`config.mk`:
```
export PLATFORM = sky130hd
export DESIGN_NAME = dtf_timers
export DESIGN_NICKNAME = d
export VERILOG_FILES = /design/src/core/dtf_sync.v /design/src/core/dtf_timers.v
export VERILOG_INCLUDE_DIRS = /design/src /design/src/core
export SDC_FILE = /design/constraint.sdc
export NUM_CORES = 1
export LEC_CHECK = 0
export BUFFER_PORTS_ARGS = -buffer_cell sky130_fd_sc_hd__buf_4
export CAP_MARGIN = 40
export CORE_UTILIZATION = 30
export DETAILED_ROUTE_END_ITERATION = 6
export GPL_TIMING_DRIVEN = 0
export PLACE_DENSITY = 0.49
export SETUP_SLACK_MARGIN = 0.05
export SLEW_MARGIN = 15
export SYNTH_ARGS = -nofsm -noshare
export SYNTH_HDL_FRONTEND = slang
export SYNTH_SLANG_ARGS = --single-unit
```
`constraint.sdc`:
```
create_clock -name clk -period 9.95 [get_ports clk]
set_clock_uncertainty 0.2 [all_clocks]
set_input_delay 1.99 -clock clk [delete_from_list [all_inputs] [get_ports clk]]
set_output_delay 1.99 -clock clk [all_outputs]
set_load 0.05 [all_outputs]
```
`src/core/dtf_regs.vh`:
```
// Register map, field positions and reset values of the delay timer block
// What this block does
// Trigger rise starts on-delay timing
// Trigger held through on-delay sets output
// Early trigger fall cancels on-delay
// Trigger fall starts off-delay timing
// Trigger held low through off-delay clears output
// Early trigger rise cancels off-delay
// Retentive option keeps state over power loss
// Durations may come from another block's count
// Retentive delay counts from rise, then sets output
// Further triggers leave running count unchanged
// Clear input alone zeroes output and count
// Clear input overrides trigger
// Non-retentive block restarts cleared after power loss
// Wiping relay trigger sets output, starts count
// Wiping relay clears output at duration
// Wiping relay trigger fall clears output at once
// Retentive option off after reset
// Edges by previous-sample compare; ticks count time
`ifndef DTF_REGS_VH
`define DTF_REGS_VH
// Byte offsets
`define DTF_CTRL      8'h00
`define DTF_TICKDIV   8'h04
`define DTF_ON_T      8'h08
`define DTF_OFF_T     8'h0c
`define DTF_RTD_T     8'h10
`define DTF_WIPE_T    8'h14
`define DTF_REFSEL    8'h18
`define DTF_STATUS    8'h1c
`define DTF_CNT_OO    8'h20
`define DTF_CNT_RTD   8'h24
`define DTF_CNT_WIPE  8'h28
// CTRL fields: retentive option per block
`define DTF_RET_OO    0
`define DTF_RET_RTD   1
`define DTF_RET_WIPE  2
`define DTF_CTRL_RST  3'h0
// REFSEL: 3 bits per duration, bit 0 use reference, bits 2:1 block number
`define DTF_REF_W     3
`define DTF_REF_ON    0
`define DTF_REF_OFF   3
`define DTF_REF_RTD   6
`define DTF_REF_WIPE  9
`define DTF_REFSEL_RST 12'h000
// Block numbers used as reference sources
`define DTF_BLK_OO    2'h0
`define DTF_BLK_RTD   2'h1
`define DTF_BLK_WIPE  2'h2
// STATUS fields
`define DTF_ST_Q_OO    0
`define DTF_ST_Q_RTD   1
`define DTF_ST_Q_WIPE  2
`define DTF_ST_RUN_ON  3
`define DTF_ST_RUN_OFF 4
`define DTF_ST_RUN_RTD 5
// Duration reset value, in ticks
`define DTF_DUR_RST   16'h000a
`endif

```
`src/core/dtf_sync.v`:
```
// Two-flop synchroniser for pin inputs
`timescale 1ns/1ps
module dtf_sync #(
  parameter W = 1
) (
  // Clock, reset, enable
  input  wire         clk,
  input  wire         reset,
  input  wire         ce,
  // Raw and synchronised levels
  input  wire [W-1:0] din,
  output reg  [W-1:0] dout
);
  reg [W-1:0] meta; // First stage, read only by dout

  // Two stages; held while the clock enable is low
  always @(posedge clk or posedge reset) begin
    if (reset) begin
      meta <= {W{1'b0}};
      dout <= {W{1'b0}};
    end else if (ce) begin
      meta <= din;
      dout <= meta;
    end
  end
endmodule

```
`src/core/dtf_timers.v`:
```
// On/off-delay, retentive on-delay and wiping relay with AHB-Lite registers
`timescale 1ns/1ps
`include "dtf_regs.vh"
module dtf_timers #(
  parameter CW      = 16,      // Elapsed count width
  parameter TICKDIV = 40000    // Clocks per tick, 1 ms at 40 MHz
) (
  // Clock, reset, enable
  input  wire        clk,
  input  wire        reset,
  input  wire        ce,
  // AHB-Lite slave
  input  wire        hsel,
  input  wire [7:0]  haddr,
  input  wire [1:0]  htrans,
  input  wire        hwrite,
  input  wire [2:0]  hsize,
  input  wire [31:0] hwdata,
  input  wire        hready,
  output wire        hreadyout,
  output wire        hresp,
  output reg  [31:0] hrdata,
  // Trigger, clear and power-restore pins
  input  wire        trg_onoff,
  input  wire        trg_rtd,
  input  wire        clr_rtd,
  input  wire        trg_wipe,
  input  wire        power_restore,
  // Block outputs
  output reg         q_onoff,
  output reg         q_rtd,
  output reg         q_wipe
);
  // Configuration registers
  reg [2:0]    ctrl;           // Retentive options
  reg [31:0]   tick_div;       // Clocks per time-base tick
  reg [CW-1:0] on_t;           // On-delay constant
  reg [CW-1:0] off_t;          // Off-delay constant
  reg [CW-1:0] rtd_t;          // Retentive delay constant
  reg [CW-1:0] wipe_t;         // Wiping pulse constant
  reg [11:0]   refsel;         // Reference source selects
  // Timer state
  reg [CW-1:0] elapsed_oo;     // On/off-delay elapsed_count
  reg [CW-1:0] elapsed_rtd;    // Retentive elapsed_count
  reg [CW-1:0] elapsed_wipe;   // Wiping relay elapsed_count
  reg          run_on;         // On-delay timing
  reg          run_off;        // Off-delay timing
  reg          run_rtd;        // Retentive delay timing
  reg [3:0]    prev;           // Previous trigger and power pin samples
  reg [31:0]   pre_cnt;        // Tick prescaler
  reg          tick;           // One-cycle time-base pulse
  // Bus data-phase state
  reg          dp_wr;          // Write pending
  reg [7:0]    dp_addr;        // Latched address
  // Synchronised pins
  wire [4:0]   pins;
  wire         s_trg_oo  = pins[0];
  wire         s_trg_rtd = pins[1];
  wire         s_clr_rtd = pins[2];
  wire         s_trg_wp  = pins[3];
  wire         s_pwr     = pins[4];
  wire         pwr_rise;
  wire [CW-1:0] dur_on;
  wire [CW-1:0] dur_off;
  wire [CW-1:0] dur_rtd;
  wire [CW-1:0] dur_wipe;
  wire         addr_ok;
  reg  [31:0]  next_rdata;

  // Pick a constant or the elapsed count of any of the three blocks, its own included
  function [CW-1:0] pick;
    input [2:0]    sel;
    input [CW-1:0] konst;
    input [CW-1:0] c0;
    input [CW-1:0] c1;
    input [CW-1:0] c2;
    begin
      if (!sel[0]) begin
        pick = konst;
      end else begin
        case (sel[2:1])
          `DTF_BLK_OO:   pick = c0;
          `DTF_BLK_RTD:  pick = c1;
          `DTF_BLK_WIPE: pick = c2;
          default:       pick = konst;
        endcase
      end
    end
  endfunction

  // True once a count, advanced by this tick, meets its limit
  function reached;
    input [CW-1:0] cnt;
    input [CW-1:0] lim;
    begin
      reached = ({1'b0, cnt} + {{CW{1'b0}}, 1'b1}) >= {1'b0, lim};
    end
  endfunction

  // Elapsed count advanced by one tick; wraps silently at the top
  function [CW-1:0] bump;
    input [CW-1:0] cnt;
    begin
      bump = cnt + {{(CW-1){1'b0}}, 1'b1};
    end
  endfunction

  // Pins come from outside the clock domain
  dtf_sync #(
    .W (5)
  ) u_sync (
    .clk   (clk),
    .reset (reset),
    .ce    (ce),
    .din   ({power_restore, trg_wipe, clr_rtd, trg_rtd, trg_onoff}),
    .dout  (pins)
  );

  // Duration sources
  assign dur_on   = pick(refsel[`DTF_REF_ON+:`DTF_REF_W], on_t, elapsed_oo, elapsed_rtd, elapsed_wipe);
  assign dur_off  = pick(refsel[`DTF_REF_OFF+:`DTF_REF_W], off_t, elapsed_oo, elapsed_rtd, elapsed_wipe);
  assign dur_rtd  = pick(refsel[`DTF_REF_RTD+:`DTF_REF_W], rtd_t, elapsed_oo, elapsed_rtd, elapsed_wipe);
  assign dur_wipe = pick(refsel[`DTF_REF_WIPE+:`DTF_REF_W], wipe_t, elapsed_oo, elapsed_rtd, elapsed_wipe);

  // Power restore seen as a rise of the synchronised pin
  assign pwr_rise = s_pwr & ~prev[3];

  // Slave always ready unless frozen; errors never signalled
  assign hreadyout = ce;
  assign hresp     = 1'b0;
  assign addr_ok   = hsel & hready & htrans[1];

  // Time base prescaler
  always @(posedge clk or posedge reset) begin
    if (reset) begin
      pre_cnt <= 32'h0;
      tick    <= 1'b0;
    end else if (ce) begin
      if (pre_cnt + 32'h1 >= tick_div) begin
        pre_cnt <= 32'h0;
        tick    <= 1'b1;
      end else begin
        pre_cnt <= pre_cnt + 32'h1;
        tick    <= 1'b0;
      end
    end
  end

  // Trigger and power pin history for edge detection
  always @(posedge clk or posedge reset) begin
    if (reset) begin
      prev <= 4'h0;
    end else if (ce) begin
      prev <= {s_pwr, s_trg_wp, s_trg_rtd, s_trg_oo};
    end
  end

  // On/off-delay block
  always @(posedge clk or posedge reset) begin
    if (reset) begin
      q_onoff    <= 1'b0;
      run_on     <= 1'b0;
      run_off    <= 1'b0;
      elapsed_oo <= {CW{1'b0}};
    end else if (ce) begin
      if (pwr_rise && !ctrl[`DTF_RET_OO]) begin
        // Volatile state lost over power failure
        q_onoff    <= 1'b0;
        run_on     <= 1'b0;
        run_off    <= 1'b0;
        elapsed_oo <= {CW{1'b0}};
      end else if (s_trg_oo && !prev[0]) begin
        run_on     <= 1'b1;
        run_off    <= 1'b0;
        elapsed_oo <= {CW{1'b0}};
      end else if (!s_trg_oo && prev[0]) begin
        run_on     <= 1'b0;
        run_off    <= q_onoff;
        elapsed_oo <= {CW{1'b0}};
      end else if (run_on && tick) begin
        // Held high: count toward the on-delay
        if (reached(elapsed_oo, dur_on)) begin
          q_onoff <= 1'b1;
          run_on  <= 1'b0;
        end
        elapsed_oo <= bump(elapsed_oo);
      end else if (run_off && tick) begin
        // Held low: count toward the off-delay
        if (reached(elapsed_oo, dur_off)) begin
          q_onoff <= 1'b0;
          run_off <= 1'b0;
        end
        elapsed_oo <= bump(elapsed_oo);
      end
    end
  end

  // Retentive on-delay block; clear wins over everything else
  always @(posedge clk or posedge reset) begin
    if (reset) begin
      q_rtd       <= 1'b0;
      run_rtd     <= 1'b0;
      elapsed_rtd <= {CW{1'b0}};
    end else if (ce) begin
      if (s_clr_rtd) begin
        q_rtd       <= 1'b0;
        run_rtd     <= 1'b0;
        elapsed_rtd <= {CW{1'b0}};
      end else if (pwr_rise && !ctrl[`DTF_RET_RTD]) begin
        q_rtd       <= 1'b0;
        run_rtd     <= 1'b0;
        elapsed_rtd <= {CW{1'b0}};
      end else if (s_trg_rtd && !prev[1] && !run_rtd && !q_rtd) begin
        run_rtd <= 1'b1;
      end else if (run_rtd && tick) begin
        // Trigger level no longer matters once started
        if (reached(elapsed_rtd, dur_rtd)) begin
          q_rtd   <= 1'b1;
          run_rtd <= 1'b0;
        end
        elapsed_rtd <= bump(elapsed_rtd);
      end
    end
  end

  // Wiping relay block
  always @(posedge clk or posedge reset) begin
    if (reset) begin
      q_wipe       <= 1'b0;
      elapsed_wipe <= {CW{1'b0}};
    end else if (ce) begin
      if (pwr_rise && !ctrl[`DTF_RET_WIPE]) begin
        q_wipe       <= 1'b0;
        elapsed_wipe <= {CW{1'b0}};
      end else if (s_trg_wp && !prev[2]) begin
        q_wipe       <= 1'b1;
        elapsed_wipe <= {CW{1'b0}};
      end else if (!s_trg_wp && prev[2]) begin
        q_wipe <= 1'b0;
      end else if (q_wipe && tick) begin
        // Pulse ends when the count meets the duration
        if (reached(elapsed_wipe, dur_wipe)) begin
          q_wipe <= 1'b0;
        end
        elapsed_wipe <= bump(elapsed_wipe);
      end
    end
  end

  // Address phase capture
  always @(posedge clk or posedge reset) begin
    if (reset) begin
      dp_wr   <= 1'b0;
      dp_addr <= 8'h00;
    end else if (ce && hready) begin
      dp_wr   <= addr_ok & hwrite;
      dp_addr <= haddr;
    end
  end

  // Register writes in the data phase; sizes other than word treated as word
  always @(posedge clk or posedge reset) begin
    if (reset) begin
      ctrl     <= `DTF_CTRL_RST;
      tick_div <= TICKDIV;
      on_t     <= `DTF_DUR_RST;
      off_t    <= `DTF_DUR_RST;
      rtd_t    <= `DTF_DUR_RST;
      wipe_t   <= `DTF_DUR_RST;
      refsel   <= `DTF_REFSEL_RST;
    end else if (ce && dp_wr) begin
      case (dp_addr)
        `DTF_CTRL:    ctrl     <= hwdata[2:0];
        `DTF_TICKDIV: tick_div <= hwdata;
        `DTF_ON_T:    on_t     <= hwdata[CW-1:0];
        `DTF_OFF_T:   off_t    <= hwdata[CW-1:0];
        `DTF_RTD_T:   rtd_t    <= hwdata[CW-1:0];
        `DTF_WIPE_T:  wipe_t   <= hwdata[CW-1:0];
        `DTF_REFSEL:  refsel   <= hwdata[11:0];
        default:      ctrl     <= ctrl; // Read-only or unmapped: ignored
      endcase
    end
  end

  // Read mux, sampled at the address phase
  always @* begin
    next_rdata = 32'h0;
    case (haddr)
      `DTF_CTRL:     next_rdata[2:0] = ctrl;
      `DTF_TICKDIV:  next_rdata = tick_div;
      `DTF_ON_T:     next_rdata[CW-1:0] = on_t;
      `DTF_OFF_T:    next_rdata[CW-1:0] = off_t;
      `DTF_RTD_T:    next_rdata[CW-1:0] = rtd_t;
      `DTF_WIPE_T:   next_rdata[CW-1:0] = wipe_t;
      `DTF_REFSEL:   next_rdata[11:0] = refsel;
      `DTF_STATUS: begin
        next_rdata[`DTF_ST_Q_OO]    = q_onoff;
        next_rdata[`DTF_ST_Q_RTD]   = q_rtd;
        next_rdata[`DTF_ST_Q_WIPE]  = q_wipe;
        next_rdata[`DTF_ST_RUN_ON]  = run_on;
        next_rdata[`DTF_ST_RUN_OFF] = run_off;
        next_rdata[`DTF_ST_RUN_RTD] = run_rtd;
      end
      `DTF_CNT_OO:   next_rdata[CW-1:0] = elapsed_oo;
      `DTF_CNT_RTD:  next_rdata[CW-1:0] = elapsed_rtd;
      `DTF_CNT_WIPE: next_rdata[CW-1:0] = elapsed_wipe;
      default:       next_rdata = 32'h0; // Unmapped reads zero
    endcase
  end

  // Read data register; stands through the data phase
  always @(posedge clk or posedge reset) begin
    if (reset) begin
      hrdata <= 32'h0;
    end else if (ce && addr_ok && !hwrite) begin
      hrdata <= next_rdata;
    end
  end
endmodule

```
After elaboration in Yosys (flattened, before gate mapping):

Cells that the tools add are included.
W data, S select, Z words.

* bits in registers: 253
* bits in latches: 0
* memory bits (writable): 0
* memory bits (read-only): 0
* word-level logic and storage cells: 195
* memories: 0

* add/subtract/negate cells: 7
* multipliers: 0
* divide/modulo/power cells: 0
* $lt $le $gt $ge: 5
* equal/unequal tests: 30
* shift operators: 0
* multiplexer cells: 59
* bitwise logic cells: 5
* reduce and logical (&&, ||, !) cells: 65

Operators with widths (count)
* $mux W16: 18
* $pmux W16 S3: 4
* $ge A17 B16 Y1: 4
* $eq A8 B5 Y1 const B: 7
* $pmux W6 S9: 1
* $add A16 B1 Y17 const B: 3
* $add A16 B1 Y16 const B: 3
* $pmux W3 S11: 1
* $add A32 B1 Y32 const B: 1
* $eq A8 B4 Y1 const B: 4
* $ge A32 B32 Y1: 1
* $mux W1: 32
* $mux W32: 1
* $pmux W4 S8: 1
* $reduce_bool A4 Y1: 8
* $pmux W3 S10: 1
* $eq A8 B6 Y1 const B: 3
* $logic_and A1 B1 Y1: 18
* $eq A8 B3 Y1 const B: 2
* $logic_not A8 Y1: 2
* $reduce_and A2 Y1: 8
* $reduce_and A3 Y1: 5
* $reduce_bool A3 Y1: 5
* $logic_not A1 Y1: 11
* other kinds (12): 27

Depth between registers and ports, before layout:

* depth after elaboration: 10
* mapped depth: 17
* depth with buffers taken out: 14

Cells and area by module:

From an unflattened synthesis, not the netlist that was laid out.

* cell total of the unflattened synthesis: 1866
* area, all modules: 17062.6 um^2

Modules (own cells, without submodules)
* dtf_timers: instances 1, cells each 1844, area each 16647.2 um^2, seq. area each 6097.1 um^2
* dtf_sync: instances 1, cells each 22, area each 415.4 um^2, seq. area each 250.2 um^2

Worst setup path before layout:

OpenSTA, ideal clock, no wires.

* kind: in2out
* from: input port ce
* to: output port hreadyout
* data arrival time: 2160 ps
* data required time: 7760 ps
* path slack: 5600 ps
* stages on the path: 1
* cell sequence: buf_4

RTL lines
* start, declared: RTL line dtf_timers.v:11 `input wire ce,`
* end, declared: RTL line dtf_timers.v:20 `output wire hreadyout,`

No word-level cell between the ends.

Worst setup path in the final report:

* from: register pre_cnt[0]
* to: register pre_cnt[11]

* word-level cells in the longest chain between the ends: 3

RTL lines
* start, declared: RTL line dtf_timers.v:50 `reg [31:0] pre_cnt;`
* start signal, assigned: RTL line dtf_timers.v:143 `pre_cnt <= pre_cnt + 32'h1;`
* $add A32 B1 Y32 *: RTL line dtf_timers.v:139, dtf_timers.v:143
* $ge A32 B32 Y1: RTL line dtf_timers.v:139 `if (pre_cnt + 32'h1 >= tick_div) begin`
* $mux W32 *: RTL line dtf_timers.v:139

Every way passes the cells marked *; elsewhere a longest branch is shown, timed or not.
A chain may end at the register's enable or synchronous reset.

==> flow_summary.json <==
{
  "outcome": "completed",
  "cpMaxStageDelayCell": "nand3_1",
  "rsz0062_at_grt": "false",
  "std_cell_rows": 86,
  "route.antenna.remaining_nets": 0,
  "post-place-ws_ns": 4.92,
  "post_route_cells_drive_above_1_share_pct": 17.3,
  "critPathBufInv": 2,
  "tritoncts": "built",
  "grt_use_total_pct": 24.0,
  "fillers": 5734,
  "hold_buffers": 0,
  "area_growth_pct": 16.5,
  "worst_slack_ns": 5.08,
  "fin_util_pct": 35.7,
  "floorplan.initialDensity_pct": 30.6,
  "regArea_sq_um": 6350,
  "cts_inserted_buffers": 34,
  "vias_in_the_first_global_route": 15000,
  "route.vias.total": 15500,
  "die_height_um": 240,
  "critical_path.cell_chain": "ha_1 > and3_1 > clkbuf_1 > nand4_1 > nor2_1 > nand3_1 > nand2b_1 > nand2_1 > ha_1 > nand4_1 > nor3_1 > a22o_1 > nor4_1 > clkbuf_1 > nand3_1 > o22ai_1",
  "clk_transition_reported_paths_ns": 0.06,
  "drcViolationCount": 0,
  "hold_path_class": "register to register",
  "timing.setup.critical_path_class": "register to register",
  "power_density_nw_per_um2": 147,
  "finalCritPeriodShare_pct": 49.0,
  "synth_top_flop_cell": "dfrtp_1",
  "gp_congestion": 0.970,
  "clock_tree.root_cell": "clkbuf_16",
  "synthesis.yosys.warnings": 0,
  "worst_ep_required_time_ns": 10.21,
  "worst_hold_slack_ns": 0.282,
  "seq_area_frac_synth_pct": 37.3,
  "max_cap_viol_count": 0,
  "synthDistinctLibCells": 82,
  "dp.final_hpwl_um": 53100,
  "post-layout-total-power_mw": 2.92,
  "gr-total-overflow": 0,
  "cts_setup_buffers": 0,
  "cp_top_family": "simple AND/OR/NAND/NOR gates",
  "clkLatencyLatePin_ns": 0.56,
  "multiInputGateArea_sq_um": 9820,
  "timing.setup.tns_ns": 0,
  "synth_edf_count": 0,
  "finalHoldViolations": 0,
  "final_cell_area_sq_um": 19900,
  "start_kind": "register",
  "floorplan.die_area_sq_um": 57800,
  "die_width_um": 240,
  "static-leakage-power_nw": 8.38,
  "global_route_wire_length_before_repair_um": 100000,
  "core_area_sq_um": 55600,
  "layout_common_cells": "nand2_1 (287), dfrtp_1 (240), o21ai_0 (188), mux2_2 (130), clkbuf_1 (121)",
  "io-pin-count": 93,
  "postSynthAreaPerCell_sq_um": 8.99,
  "place_inst": 2734,
  "grt_max_degree": 106,
  "dr.pass1.iters": 6,
  "final_net_count": 2180,
  "number_of_port_buffers": 80,
  "cp_data_arrival_time_ns": 5.13,
  "postRouteWirelength_um": 69200,
  "final-max-slew-violation-count": 0,
  "finalSetupViolCount": 0,
  "placed_area_sq_um": 18700,
  "cts_h_tree_depth": 2,
  "timing.critical_path.slowest_cell_delay_ns": 0.51,
  "worst_pin_slew_ns": 0.961,
  "cts_max_path_buffers": 3,
  "synth-async-reset-ratio_pct": 100,
  "clk_sinks": 253,
  "post_dr_vias_cell": 5.54,
  "routedWlPerCell_um": 24.7,
  "grt_antenna_before_repair": 2,
  "ir_drop_uv": 115,
  "synth_area_sq_um": 17000,
  "critical_path_peak_fanout": 10,
  "layout_commonest_cell": "nand2_1",
  "maxSlewHeadroom_pct": 35.5,
  "post_cts_resize_count": 0,
  "setup.worst_path.end_class": "register",
  "clock.fmax_ghz": 0.205,
  "postSynthNetCount": 2052,
  "final_period_minus_worst_setup_slack_ns": 4.87,
  "drt-initial-drc-count": 1281,
  "instances_no_fill": 2799,
  "synth.ff_latch_count": 253,
  "syn_inst": 1896
}
-- state kept, by name (all words and copies together), names as in the netlist, 8 cells and up --
signal        cells
hrdata           32
rtd_t            16
elapsed_oo       16
elapsed_wipe     16
elapsed_rtd      16
pre_cnt          32
refsel           12
tick_div         32
off_t            16
wipe_t           16
on_t             16
dp_addr           8
-- worst reg2reg max path, delay by kind of cell, from the launching register on --
| kind | cells | cell delay, ns |
|---|---|---|
| flops | 1 | 0.43 |
| simple gates | 10 | 2.35 |
| compound gates | 2 | 0.54 |
| fa+ha+maj | 2 | 0.51 |
| buf+inv | 2 | 0.74 |
-- synthesized netlist by cell type (all sizes together), types with 47 or more instances --
library cell	number	share of area [%]
a22oi	61	2.7
mux2i	49	2.9
clkbuf	115	2.5
nor2	74	1.8
ha	100	7.3
inv	56	1.2
a21oi	47	1.4
o22ai	52	1.9
nand3	65	1.9
dfrtp	240	35
o21ai	195	5.7
nand2	288	6.4
mux2	134	8.9
-- worst paths after layout --
check	depth (start not counted)	end	startpoint	slack, ns
worst max-delay path	16	pre_cnt[11]	pre_cnt[0]	5.08
worst min-delay path	2	hrdata[8]	hrdata[8]	0.28
worst max register to register	16	pre_cnt[11]	pre_cnt[0]	5.08
worst min register to register	2	hrdata[8]	hrdata[8]	0.28
max in group asynchronous	3	elapsed_wipe[13]	reset	7.24
min in group asynchronous	2	u_sync.dout[0]	reset	1.30
-- where the power goes --
part	total [mW]	internal, mW	leakage, nW	switching [mW]
registers	1.17	1.09	3.25	0.0826
clock network	1.23	0.726	0.556	0.500
logic	0.523	0.192	4.58	0.331
-- per-layer routing --
layer | wire length (um) | share of wire [%] | GRT usage (%) | vias up
met3 | 4810 | 7.0 | 4.63 | 148
met1 | 30200 | 44 | 31.7 | 7603
met4 | 3030 | 4.4 | 10.8 | 4
met2 | 31200 | 45 | 37.7 | 610
li1 | - | - | - | 7149
met5 | 25 | 0.036 | 0 | -
-- cells by family (layout without fill, tap and decap cells) --
group | Yosys count | count (layout) | share of synthesized area (%)
and+or+nand+nor | 579 | 579 | 16.3
AOI/OAI and AO/OA | 497 | 497 | 18.5
DFF | 253 | 253 | 37.3
buffers and inverters | 216 | 369 | 5.14
muxes | 186 | 186 | 12.1
adders and majority gates | 100 | 100 | 7.34
xor gates and xnor gates | 64 | 64 | 3.29
other | 1 | 3 | 0.0220
-- area by class of cell --
class	instances	share of cell area, %
multi-input cells	1427	49.5
inverters	57	1.12
plain buffers	159	3.33
repair buffers	92	3.79
clock inverters	13	0.567
clock buffers	48	5.01
well taps	748	4.71
flip-flops and latches	253	32.0
diodes	2	0.0252
Power figures use the tool's default switching activity.
